### src/inc/ims_pkg.sv
// Package for the index move status and registration block.
// Assumes a single 20 MHz clock and a motion update strobe from the drive.
package ims_pkg;

	localparam int          IMS_POS_W        = 32;
	localparam int          IMS_IDX_W        = 3;
	localparam int          IMS_NUM_IDX      = 8;
	localparam int          IMS_ANA_W        = 16;
	localparam int          IMS_CLK_MHZ      = 20;

	// Registration trigger sources.
	localparam logic [1:0]  IMS_SRC_ANALOG   = 2'h0;
	localparam logic [1:0]  IMS_SRC_TQ_CMD   = 2'h1;
	localparam logic [1:0]  IMS_SRC_TQ_FB    = 2'h2;
	localparam logic [1:0]  IMS_SRC_SENSOR   = 2'h3;

	// Move phases reported by the profile generator.
	localparam logic [1:0]  IMS_PH_IDLE      = 2'h0;
	localparam logic [1:0]  IMS_PH_ACCEL     = 2'h1;
	localparam logic [1:0]  IMS_PH_CRUISE    = 2'h2;
	localparam logic [1:0]  IMS_PH_DECEL     = 2'h3;

	typedef enum logic [3:0] {
		IMS_IDLE   = 4'h1,
		IMS_RUN    = 4'h2,
		IMS_FINISH = 4'h4,
		IMS_LIMIT  = 4'h8
	} ims_state_t;

	// Absolute value of a signed distance.
	function automatic logic [IMS_POS_W-1:0] ims_abs(input logic signed [IMS_POS_W-1:0] v);
		ims_abs = v[IMS_POS_W-1] ? IMS_POS_W'(-v) : IMS_POS_W'(v);
	endfunction : ims_abs

	// True when d lies in [lo, hi).
	function automatic logic ims_in_range(input logic [IMS_POS_W-1:0] d,
		input logic [IMS_POS_W-1:0] lo, input logic [IMS_POS_W-1:0] hi);
		ims_in_range = (d >= lo) && (d < hi);
	endfunction : ims_in_range

endpackage : ims_pkg

### src/rtl/ims_core.sv
// Per-index status, switch output and registration logic.
// Assumes a profile generator that reports phase and commanded distance per update.

// Contract
// RL1 - Switch output on while travelled distance lies between on and off points.
// RL2 - Move ending between points keeps switch on until index restarts.
// RL3 - Move ending before on point never turns switch on.
// RL4 - Switch works for every index type.
// RL5 - Trigger from digital source or analog greater/less comparison.
// RL6 - Sensor trigger latches motor position as registration point.
// RL7 - After valid trigger, move continues by signed offset past registration point.
// RL8 - Short, zero or opposite offset: decelerate then reverse to target.
// RL9 - With window enabled, only triggers inside window count.
// RL10 - Window bounds are unsigned distances from start, direction free.
// RL11 - No trigger before limit: stop at limit, set search limit flag.
// RL12 - Any move done sets on normal completion, clears on any start.
// RL13 - Accelerating flag while ramping up, cleared at speed or decel.
// RL14 - At speed flag set at target, kept through feed changes; code clears it on any accel or decel phase.
// RL15 - Move done set at decel end, held until restart, not on stop.
// RL16 - Move active from accel start to decel end.
// RL17 - Decelerating flag while slowing, cleared at zero or next target.
// RL18 - Timed index unreachable at start sets sticky time missed flag.
// RL19 - Time missed clears only on clear input edge.
// RL20 - Start on rising edge, refused during home, jog, program, stop, limit.
// RL21 - Configuration keeps switch on point below off point.
// RL22 - Registration index runs until trigger or limit, then offset.
// RL23 - All flags evaluated once per motion update.
module ims_core
	import ims_pkg::*;
#(
	parameter int NUM_IDX = IMS_NUM_IDX
) (
	input  wire logic                        clk,
	input  wire logic                        rst_b,
	input  wire logic                        upd,
	input  wire logic [NUM_IDX-1:0]          start_in,
	input  wire logic                        home_busy,
	input  wire logic                        jog_busy,
	input  wire logic                        prog_busy,
	input  wire logic                        stop_in,
	input  wire logic                        travel_limit,
	input  wire logic                        drive_stop,
	input  wire logic [NUM_IDX-1:0]          idx_is_reg,
	input  wire logic [NUM_IDX-1:0]          idx_timed,
	input  wire logic                        time_unreachable,
	input  wire logic                        clear_time_target_missed,
	input  wire logic [IMS_POS_W-1:0]        sw_on_point,
	input  wire logic [IMS_POS_W-1:0]        sw_off_point,
	input  wire logic                        sw_enable,
	input  wire logic                        win_enable,
	input  wire logic [IMS_POS_W-1:0]        capture_window_open,
	input  wire logic [IMS_POS_W-1:0]        capture_window_close,
	input  wire logic signed [IMS_POS_W-1:0] reg_offset,
	input  wire logic [IMS_POS_W-1:0]        decel_dist,
	input  wire logic signed [IMS_POS_W-1:0] limit_dist,
	input  wire logic [1:0]                  src_sel,
	input  wire logic                        cmp_gt,
	input  wire logic signed [IMS_ANA_W-1:0] cmp_val,
	input  wire logic signed [IMS_ANA_W-1:0] analog_in,
	input  wire logic signed [IMS_ANA_W-1:0] torque_cmd,
	input  wire logic signed [IMS_ANA_W-1:0] torque_fb,
	input  wire logic                        capture_trigger_input,
	input  wire logic signed [IMS_POS_W-1:0] motor_pos,
	input  wire logic signed [IMS_POS_W-1:0] cmd_dist,
	input  wire logic [1:0]                  phase,
	input  wire logic                        ramp_done,
	output logic [IMS_IDX_W-1:0]             run_idx,
	output logic                             start_pulse,
	output logic                             target_valid,
	output logic signed [IMS_POS_W-1:0]      target_pos,
	output logic                             reverse_req,
	output logic                             limit_stop_req,
	output logic [NUM_IDX-1:0]               index_switch_output,
	output logic [NUM_IDX-1:0]               search_limit_reached,
	output logic [NUM_IDX-1:0]               accelerating,
	output logic [NUM_IDX-1:0]               at_target_speed,
	output logic [NUM_IDX-1:0]               decelerating,
	output logic [NUM_IDX-1:0]               move_active,
	output logic [NUM_IDX-1:0]               move_done,
	output logic                             any_move_done,
	output logic                             time_target_missed
);

	ims_state_t                   state_r, state_nxt;
	logic [NUM_IDX-1:0]           start_r, start_nxt;
	logic [IMS_IDX_W-1:0]         idx_r, idx_nxt;
	logic [NUM_IDX-1:0]           sw_r, sw_nxt;
	logic [NUM_IDX-1:0]           lim_r, lim_nxt;
	logic [NUM_IDX-1:0]           acc_r, acc_nxt;
	logic [NUM_IDX-1:0]           atv_r, atv_nxt;
	logic [NUM_IDX-1:0]           dec_r, dec_nxt;
	logic [NUM_IDX-1:0]           act_r, act_nxt;
	logic [NUM_IDX-1:0]           done_r, done_nxt;
	logic                         any_r, any_nxt;
	logic                         miss_r, miss_nxt;
	logic                         clr_r, clr_nxt;
	logic signed [IMS_POS_W-1:0]  spos_r, spos_nxt;
	logic signed [IMS_POS_W-1:0]  tgt_r, tgt_nxt;
	logic                         tv_r, tv_nxt;
	logic                         rev_r, rev_nxt;
	logic                         lreq_r, lreq_nxt;
	logic                         trig_evt;
	logic                         blocked;
	logic                         go;
	logic [IMS_IDX_W-1:0]         go_idx;
	logic [IMS_POS_W-1:0]         travel;
	logic                         win_ok;
	logic                         dir_neg;
	logic                         off_bad;

	ims_trig u_trig (
		.clk                   (clk),
		.rst_b                 (rst_b),
		.upd                   (upd),
		.src_sel               (src_sel),
		.cmp_gt                (cmp_gt),
		.cmp_val               (cmp_val),
		.analog_in             (analog_in),
		.torque_cmd            (torque_cmd),
		.torque_fb             (torque_fb),
		.capture_trigger_input (capture_trigger_input),
		.trig_evt              (trig_evt)
	);

	// ----------------------------------------------------------------
	// Start decode
	// ----------------------------------------------------------------
	assign blocked = home_busy || jog_busy || prog_busy || stop_in || travel_limit; // RL20

	always_comb begin
		go     = 1'b0;
		go_idx = '0;
		for (int i = NUM_IDX - 1; i >= 0; i--) begin
			if (start_in[i] && !start_r[i]) begin
				go     = !blocked && (state_r == IMS_IDLE); // RL20
				go_idx = IMS_IDX_W'(i);
			end
		end
	end

	assign travel  = ims_abs(cmd_dist); // RL10
	assign win_ok  = !win_enable
		|| ims_in_range(travel, capture_window_open, capture_window_close); // RL9
	assign dir_neg = limit_dist[IMS_POS_W-1];
	assign off_bad = (reg_offset == '0) || (reg_offset[IMS_POS_W-1] != dir_neg)
		|| (ims_abs(reg_offset) < decel_dist); // RL8

	// ----------------------------------------------------------------
	// Next state
	// ----------------------------------------------------------------
	always_comb begin
		state_nxt = state_r;
		start_nxt = upd ? start_in : start_r;
		idx_nxt   = idx_r;
		sw_nxt    = sw_r;
		lim_nxt   = lim_r;
		acc_nxt   = acc_r;
		atv_nxt   = atv_r;
		dec_nxt   = dec_r;
		act_nxt   = act_r;
		done_nxt  = done_r;
		any_nxt   = any_r;
		miss_nxt  = miss_r;
		clr_nxt   = upd ? clear_time_target_missed : clr_r;
		spos_nxt  = spos_r;
		tgt_nxt   = tgt_r;
		tv_nxt    = tv_r;
		rev_nxt   = rev_r;
		lreq_nxt  = 1'b0;
		if (upd && clear_time_target_missed && !clr_r) begin
			miss_nxt = 1'b0; // RL19
		end
		if (upd) begin // RL23
			unique case (state_r)
				IMS_IDLE: begin
					if (go) begin
						state_nxt        = IMS_RUN;
						idx_nxt          = go_idx;
						sw_nxt[go_idx]   = 1'b0; // RL2
						done_nxt[go_idx] = 1'b0; // RL15
						lim_nxt[go_idx]  = 1'b0;
						act_nxt[go_idx]  = 1'b1; // RL16
						any_nxt          = 1'b0; // RL12
						tv_nxt           = 1'b0;
						rev_nxt          = 1'b0;
						spos_nxt         = motor_pos;
						if (idx_timed[go_idx] && time_unreachable) begin
							miss_nxt = 1'b1; // RL18
						end
					end
				end
				IMS_RUN, IMS_LIMIT: begin
					acc_nxt[idx_r] = (phase == IMS_PH_ACCEL); // RL13
					dec_nxt[idx_r] = (phase == IMS_PH_DECEL); // RL17
					if (phase == IMS_PH_CRUISE) begin
						atv_nxt[idx_r] = 1'b1; // RL14
					end else if (phase != IMS_PH_IDLE) begin
						atv_nxt[idx_r] = 1'b0; // RL14
					end
					if (sw_enable) begin
						sw_nxt[idx_r] = ims_in_range(travel, sw_on_point, sw_off_point); // RL1 RL4
					end
					if (state_r == IMS_RUN && idx_is_reg[idx_r] && !tv_r) begin
						if (trig_evt && win_ok) begin
							tv_nxt  = 1'b1; // RL6 RL22
							tgt_nxt = IMS_POS_W'(motor_pos + reg_offset); // RL7
							rev_nxt = off_bad; // RL8
						end else if (ims_abs(limit_dist) - travel <= decel_dist) begin
							state_nxt = IMS_LIMIT; // RL11
							lreq_nxt  = 1'b1;
						end
					end
					if (drive_stop || ramp_done) begin
						state_nxt      = IMS_FINISH;
						act_nxt[idx_r] = 1'b0; // RL16
						acc_nxt[idx_r] = 1'b0;
						dec_nxt[idx_r] = 1'b0;
						atv_nxt[idx_r] = 1'b0;
						if (!drive_stop) begin
							done_nxt[idx_r] = 1'b1; // RL15
							any_nxt         = 1'b1; // RL12
							lim_nxt[idx_r]  = (state_r == IMS_LIMIT); // RL11
						end
					end
				end
				IMS_FINISH: begin
					// Switch state freezes here until the same index restarts.
					state_nxt = IMS_IDLE; // RL2 RL3
					tv_nxt    = 1'b0;
				end
				default: state_nxt = IMS_IDLE;
			endcase
		end
	end

	always_ff @(posedge clk) begin
		if (!rst_b) begin
			state_r <= IMS_IDLE;
			start_r <= '0;
			idx_r   <= '0;
			sw_r    <= '0;
			lim_r   <= '0;
			acc_r   <= '0;
			atv_r   <= '0;
			dec_r   <= '0;
			act_r   <= '0;
			done_r  <= '0;
			any_r   <= 1'b0;
			miss_r  <= 1'b0;
			clr_r   <= 1'b0;
			spos_r  <= '0;
			tgt_r   <= '0;
			tv_r    <= 1'b0;
			rev_r   <= 1'b0;
			lreq_r  <= 1'b0;
		end else begin
			state_r <= state_nxt;
			start_r <= start_nxt;
			idx_r   <= idx_nxt;
			sw_r    <= sw_nxt;
			lim_r   <= lim_nxt;
			acc_r   <= acc_nxt;
			atv_r   <= atv_nxt;
			dec_r   <= dec_nxt;
			act_r   <= act_nxt;
			done_r  <= done_nxt;
			any_r   <= any_nxt;
			miss_r  <= miss_nxt;
			clr_r   <= clr_nxt;
			spos_r  <= spos_nxt;
			tgt_r   <= tgt_nxt;
			tv_r    <= tv_nxt;
			rev_r   <= rev_nxt;
			lreq_r  <= lreq_nxt;
		end
	end

	assign run_idx              = idx_r;
	assign start_pulse          = upd && go;
	assign target_valid         = tv_r;
	assign target_pos           = tgt_r;
	assign reverse_req          = rev_r;
	assign limit_stop_req       = lreq_r;
	assign index_switch_output  = sw_r;
	assign search_limit_reached = lim_r;
	assign accelerating         = acc_r;
	assign at_target_speed      = atv_r;
	assign decelerating         = dec_r;
	assign move_active          = act_r;
	assign move_done            = done_r;
	assign any_move_done        = any_r;
	assign time_target_missed   = miss_r;
endmodule : ims_core

### src/rtl/ims_trig.sv
// Registration trigger selection and comparison.
// Assumes all inputs are synchronous to clk and sampled once per update.
module ims_trig
	import ims_pkg::*;
(
	input  wire logic                        clk,
	input  wire logic                        rst_b,
	input  wire logic                        upd,
	input  wire logic [1:0]                  src_sel,
	input  wire logic                        cmp_gt,
	input  wire logic signed [IMS_ANA_W-1:0] cmp_val,
	input  wire logic signed [IMS_ANA_W-1:0] analog_in,
	input  wire logic signed [IMS_ANA_W-1:0] torque_cmd,
	input  wire logic signed [IMS_ANA_W-1:0] torque_fb,
	input  wire logic                        capture_trigger_input,
	output logic                             trig_evt
);

	logic                        lvl;
	logic                        lvl_r;
	logic                        lvl_nxt;
	logic signed [IMS_ANA_W-1:0] sample;

	// ----------------------------------------------------------------
	// Trigger level
	// ----------------------------------------------------------------
	always_comb begin
		unique case (src_sel)
			IMS_SRC_TQ_CMD: sample = torque_cmd;
			IMS_SRC_TQ_FB:  sample = torque_fb;
			default:        sample = analog_in;
		endcase
		if (src_sel == IMS_SRC_SENSOR) begin
			lvl = capture_trigger_input; // RL5
		end else begin
			lvl = cmp_gt ? (sample > cmp_val) : (sample < cmp_val); // RL5
		end
		lvl_nxt = upd ? lvl : lvl_r;
	end

	always_ff @(posedge clk) begin
		if (!rst_b) begin
			lvl_r <= 1'b0;
		end else begin
			lvl_r <= lvl_nxt;
		end
	end

	// Fires on the update in which the condition becomes true.
	assign trig_evt = upd && lvl && !lvl_r; // RL5
endmodule : ims_trig

### config.mk
export PLATFORM = sky130hd
export DESIGN_NAME = ims_core
export DESIGN_NICKNAME = d
export VERILOG_FILES = /design/src/inc/ims_pkg.sv /design/src/rtl/ims_core.sv /design/src/rtl/ims_trig.sv
export SDC_FILE = /design/constraint.sdc
export NUM_CORES = 1
export LEC_CHECK = 0
export BUFFER_PORTS_ARGS = -buffer_cell sky130_fd_sc_hd__buf_2
export CAP_MARGIN = 10
export CORE_AREA = 5 5 190 192
export CTS_BUF_LIST = sky130_fd_sc_hd__clkbuf_8
export DETAILED_ROUTE_END_ITERATION = 6
export DIE_AREA = 0 0 195 197
export PLACE_DENSITY_LB_ADDON = 0.15
export SLEW_MARGIN = 20
export SYNTH_ARGS = -nofsm -noshare
export SYNTH_HDL_FRONTEND = slang
export SYNTH_HIERARCHICAL = 1
export SYNTH_SLANG_ARGS = --single-unit
### constraint.sdc
create_clock -name clk -period 8.3 [get_ports clk]
set_input_delay 1.66 -clock clk [delete_from_list [all_inputs] [get_ports clk]]
set_output_delay 1.66 -clock clk [all_outputs]
set_load 0.01 [all_outputs]
**Word level (Yosys, flattened, before mapping)**

Index checks and enable logic that the tools add are counted.

- Word-level logic and storage cells: 207
- Flip-flop bits (word level): 110
- Input bits: 396

- Reduce and logical (&&, ||, !) cells: 58
- Bitwise operators: 17
- Mux-type cells: 77
- Order comparisons: 12
- Equality and inequality tests: 20
- Add/subtract/negate cells: 5

Operators by type and width:

| operator | number |
|---|---|
| two-way mux 8 bit | 17 |
| < comparator 32 bit | 3 |
| two-way mux 32 bit | 3 |
| negation 32 bit | 3 |
| bitwise AND 8 bit | 8 |
| >= comparator 32 bit | 2 |
| one-hot mux 8 bit (2 select lines) | 4 |
| adder 32 bit | 1 |
| bitwise mux 8 bit | 4 |
| less-or-equal comparator 32 bit | 1 |
| logical NOT 32 bit | 1 |
| one-hot mux 16 bit (2 select lines) | 1 |
| subtractor 32 bit | 1 |
| two-way mux 1 bit | 27 |
| two-way mux 3 bit | 8 |
| bitwise OR 8 bit | 3 |
| logical AND 1 bit | 22 |
| two-way mux 4 bit | 5 |
| AND reduction 5 bit | 4 |
| greater-than comparator 16 bit | 1 |
| < comparator 16 bit | 1 |
| NOT 8 bit | 2 |
| logical NOT 1 bit | 13 |
| != test 2 bit, second input constant | 6 |
| 24 further kinds | 48 |

**Logic depth before layout (Yosys ltp)**

- Word-level depth: 18
- Mapped depth: 27
- Gate-level depth less buffers: 27

**By module**

The synthesis kept the hierarchy.

By module, submodules not included:

| module | cells each | instances | sequential area each (µm²) | area each (µm²) |
|---|---|---|---|---|
| ims_core | 1912 | 1 | 2182.1 | 14370.0 |
| ims_trig | 127 | 1 | 20.0 | 837.1 |

**Worst setup path before layout**

Ideal clock, no wire load.

- Path kind: input port to flip-flop
- From: input port cmd_dist[11]
- To: register lreq_r (netlist: limit_stop_req)
- Setup slack: 1744 ps
- Arrival time: 6441 ps
- Cell stages on the path: 25
- Library setup time: 116 ps
- Path through: or3_4 > or3_4 > or2_1 > nand2b_4 > or4_4 > o31ai_1 > xnor2_1 > inv_1 > ha_1 > nor2b_1 > nor2_1 > nand2_1 > a311oi_1 > o31ai_1 > a21oi_1 > xnor2_1 > ha_1 > nand4_1 > nor2_1 > and3_1 > nand4_1 > a31oi_1 > a211oi_1 > o211a_1 > and3_1

- Longest elaborated chain between the ends: 7
- Elaborated cells between the ends (all ways): 11

Ends and longest elaborated chain:

| what | line | RTL |
|---|---|---|
| start, declared | ims_core.sv:64 | `input wire logic signed [IMS_POS_W-1:0] cmd_dist,` |
| negation 32 bit | ims_pkg.sv:32 | `ims_abs = v[IMS_POS_W-1] ? IMS_POS_W'(-v) : IMS_POS_W'(v);` |
| two-way mux 32 bit (*) | ims_pkg.sv:32 |  |
| branches (longest 5 deep; another with subtractor 32 bit) | - |  |
| end signal, assigned | ims_core.sv:274 | `lreq_r <= lreq_nxt;` |
| end, declared | ims_core.sv:101 | `logic lreq_r, lreq_nxt;` |

Mark *: on every way between the ends.
A chain may end at the register's enable or synchronous reset.

**Worst setup path after layout**

- From: input port cmd_dist[3]
- To: register lreq_r (netlist: limit_stop_req)

The elaborated chain is that of the path after synthesis.

==> reports/results.txt <==
Hold Fails Final Rpt = 0
Total Routed Length = 54300 um
CP dominant cell by count = a21oi_1
Sink Count = 110
clock root cell = clkbuf_8
DP Cell Count = 2946
P_leak = 9.29 nW
first-pass GRT wire length = 84200 um
relative slew slack = 36.8%
CTS tree = built
area grow syn2layout = 20.8%
Worst path max stage delay = 0.45 ns
Detail Placement HPWL = 46700 um
Bufs on Longest Clock Path = 2
vias in the first global route = 16000
Avg Inst Size Synth = 7.46 um^2
insertion delay to the later sink of the worst-skew pair = 0.42 ns
Core Box Area = 34200 um^2
Worst setup EP type = flop
Setup CP Type = input port to flop
Via Count = 16400
Total GRT Usage = 26.7%
most common cell after layout, fill and taps aside = buf_2
Slew Limit Fails = 0
width of the die = 195 um
setup TNS = 0 ns
post_cts resized = 0
Final Skew = 0.0132 ns
worst min path class = flop to flop
largest net degree at the start of global routing = 78
Top Ports = 493
final worst path period need = 6.97 ns
Synthesis Warnings = 6
prevailing post-synth register cell = dfxtp_1
RSZ-0062 raised after global routing = no
initial antenna violation count = 11
routed len/inst = 18.3 um
Congestion Overflow GR = 0
setup violators final = 0
final net count = 3169
fmax = 0.144 GHz
clock share of power = 17.2%
CTS Buf Count = 9
Switch Pwr = 0.840 mW
crit start category = input port
asr flop ratio synth = 0%
DRC = 0
Comb power frac = 55.8%
Post-CTS Setup Inserts = 0
I/O Buffers = 492
Worst-Margin Slew = 0.948 ns
Vias per Instance = 5.53
worst vdd ir = 0.0858 mV
starting density of the core = 44.5%
CP max-delay cell = a311oi_1
ANT nets after route = 0
# Max-Cap Violations = 0
Non-Filler Instances = 2971
sequential share of power = 27.0%
Synth Net Count = 2706
RePlAce Congestion = 0.971
Power Internal = 1.14 mW
die area = 38400 um^2
setup slack, reg-to-reg = 4.73 ns
Worst Path Arrival = 7.28 ns
Synth area leader = ha_1
pre-CTS WS = 0.876 ns
first-pass iteration count of the detailed router = 5
die height = 197 um
clk slew on worst S/H paths = 0.11 ns
outcome = completed
setup slack after layout = 1.33 ns
leading post-synthesis cells by cell area = ha_1 22%, dfxtp_1 14%, xnor2_1 6.9%
top fanout value on the critical path = 6
fraction of layout cells with a size suffix above 1 = 22.9%
# rows = 68
PwrDens = 108 nW/um^2
Mapped Area = 15200 um^2
initial drt markers = 929
hold_buf cts = 0
Seq cells post-synth = 110
H-tree levels = 3
Post-synth EDFFs = 0
register area share after synthesis = 14.5%
post-synthesis instance total = 2039
share of the synthesized area in the top cell type = 22.1%
most frequent cells in the layout = 492 x buf_2, 269 x ha_1, 240 x inv_1
Required @ worst endpoint = 8.62 ns
Tcrit/Tclk final = 83.9%
Net Sw Frac = 42.4%
Cell variety after synth = 89
layout make-up:
type,count,area (um^2)
Sequential cell,110,2200
Fill cell,3446,15800
Tap cell,455,569
Clock inverter,7,70.1
Timing Repair Buffer,508,2600
Antenna cell,9,22.5
Clock buffer,9,124
Multi-Input combinational cell,1630,11900
Inverter,243,912
worst paths after layout:
path	start	to	cells past startpoint
setup / recovery	cmd_dist[3]	limit_stop_req	27
hold / removal	target_pos[24]	target_pos[24]	2
setup reg to reg	state_r[1]	search_limit_reached[7]	8
hold reg to reg	target_pos[24]	target_pos[24]	2
metrics by stage:
step	total power, mW	area (um^2)	hold slack, ns	util, %
3_3_place_gp	1.62	18100	0.436	53.0
2_1_floorplan	1.30	15200	0.451	-
3_5_place_dp	1.64	18200	0.455	53.1
6_report	1.98	18400	0.474	53.7
5_1_grt	2.16	18400	0.485	53.7
4_1_cts	1.99	18300	0.471	53.6
worst max-delay path: cells and delay by family:
kind / cells / cell delay [ns]
AOI/OAI and AO/OA: 12 / 2.43
adders and majority gates: 2 / 0.69
buffers and inverters: 2 / 0.26
xor gates and xnor gates: 2 / 0.43
and+or+nand+nor: 9 / 1.84
synthesized netlist by cell type (29+ instances only):
library cell and count:
o21ai_0 143, inv_1 240, nor2_1 176, a21oi_1 136
xnor2_1 119, nand3_1 30, a22oi_1 32, nor3_1 34
clkbuf_1 50, mux2i_1 41, a21o_1 61, o31ai_1 39
nand2b_1 30, nor2b_1 34, nand4_1 29, nand2_1 140
dfxtp_1 110, ha_1 269
layer usage:
layer / routed length (um) / part of all wire, % / global-route usage, % / vias to the layer above
li1: - / - / - / 8258
met1: 24400 / 45 / 35.9 / 7543
met2: 25300 / 47 / 45.6 / 557
met3: 3880 / 7.1 / 4.72 / 49
met4: 684 / 1.3 / 4.65 / 10
met5: 69 / 0.13 / 0 / -
power by group through the flow:
stage	Combinational (mW)	Sequential, mW	Clock [mW]
finish	1.11	0.534	0.341
global route	1.26	0.535	0.370
CTS	1.10	0.534	0.352
detailed placement	1.09	0.546	0
global placement	1.07	0.546	0
floorplan	0.755	0.545	0
logic make-up after synthesis:
logic type,Yosys count,share of synthesized area (%)
compound gates,595,25.4
simple gates,582,19.3
buf+inv,299,7.54
fa+ha+maj,271,22.4
xor+xnor,140,8.11
flops,110,14.5
mux,42,2.77
Note: power is estimated with default switching activity, not from simulation.
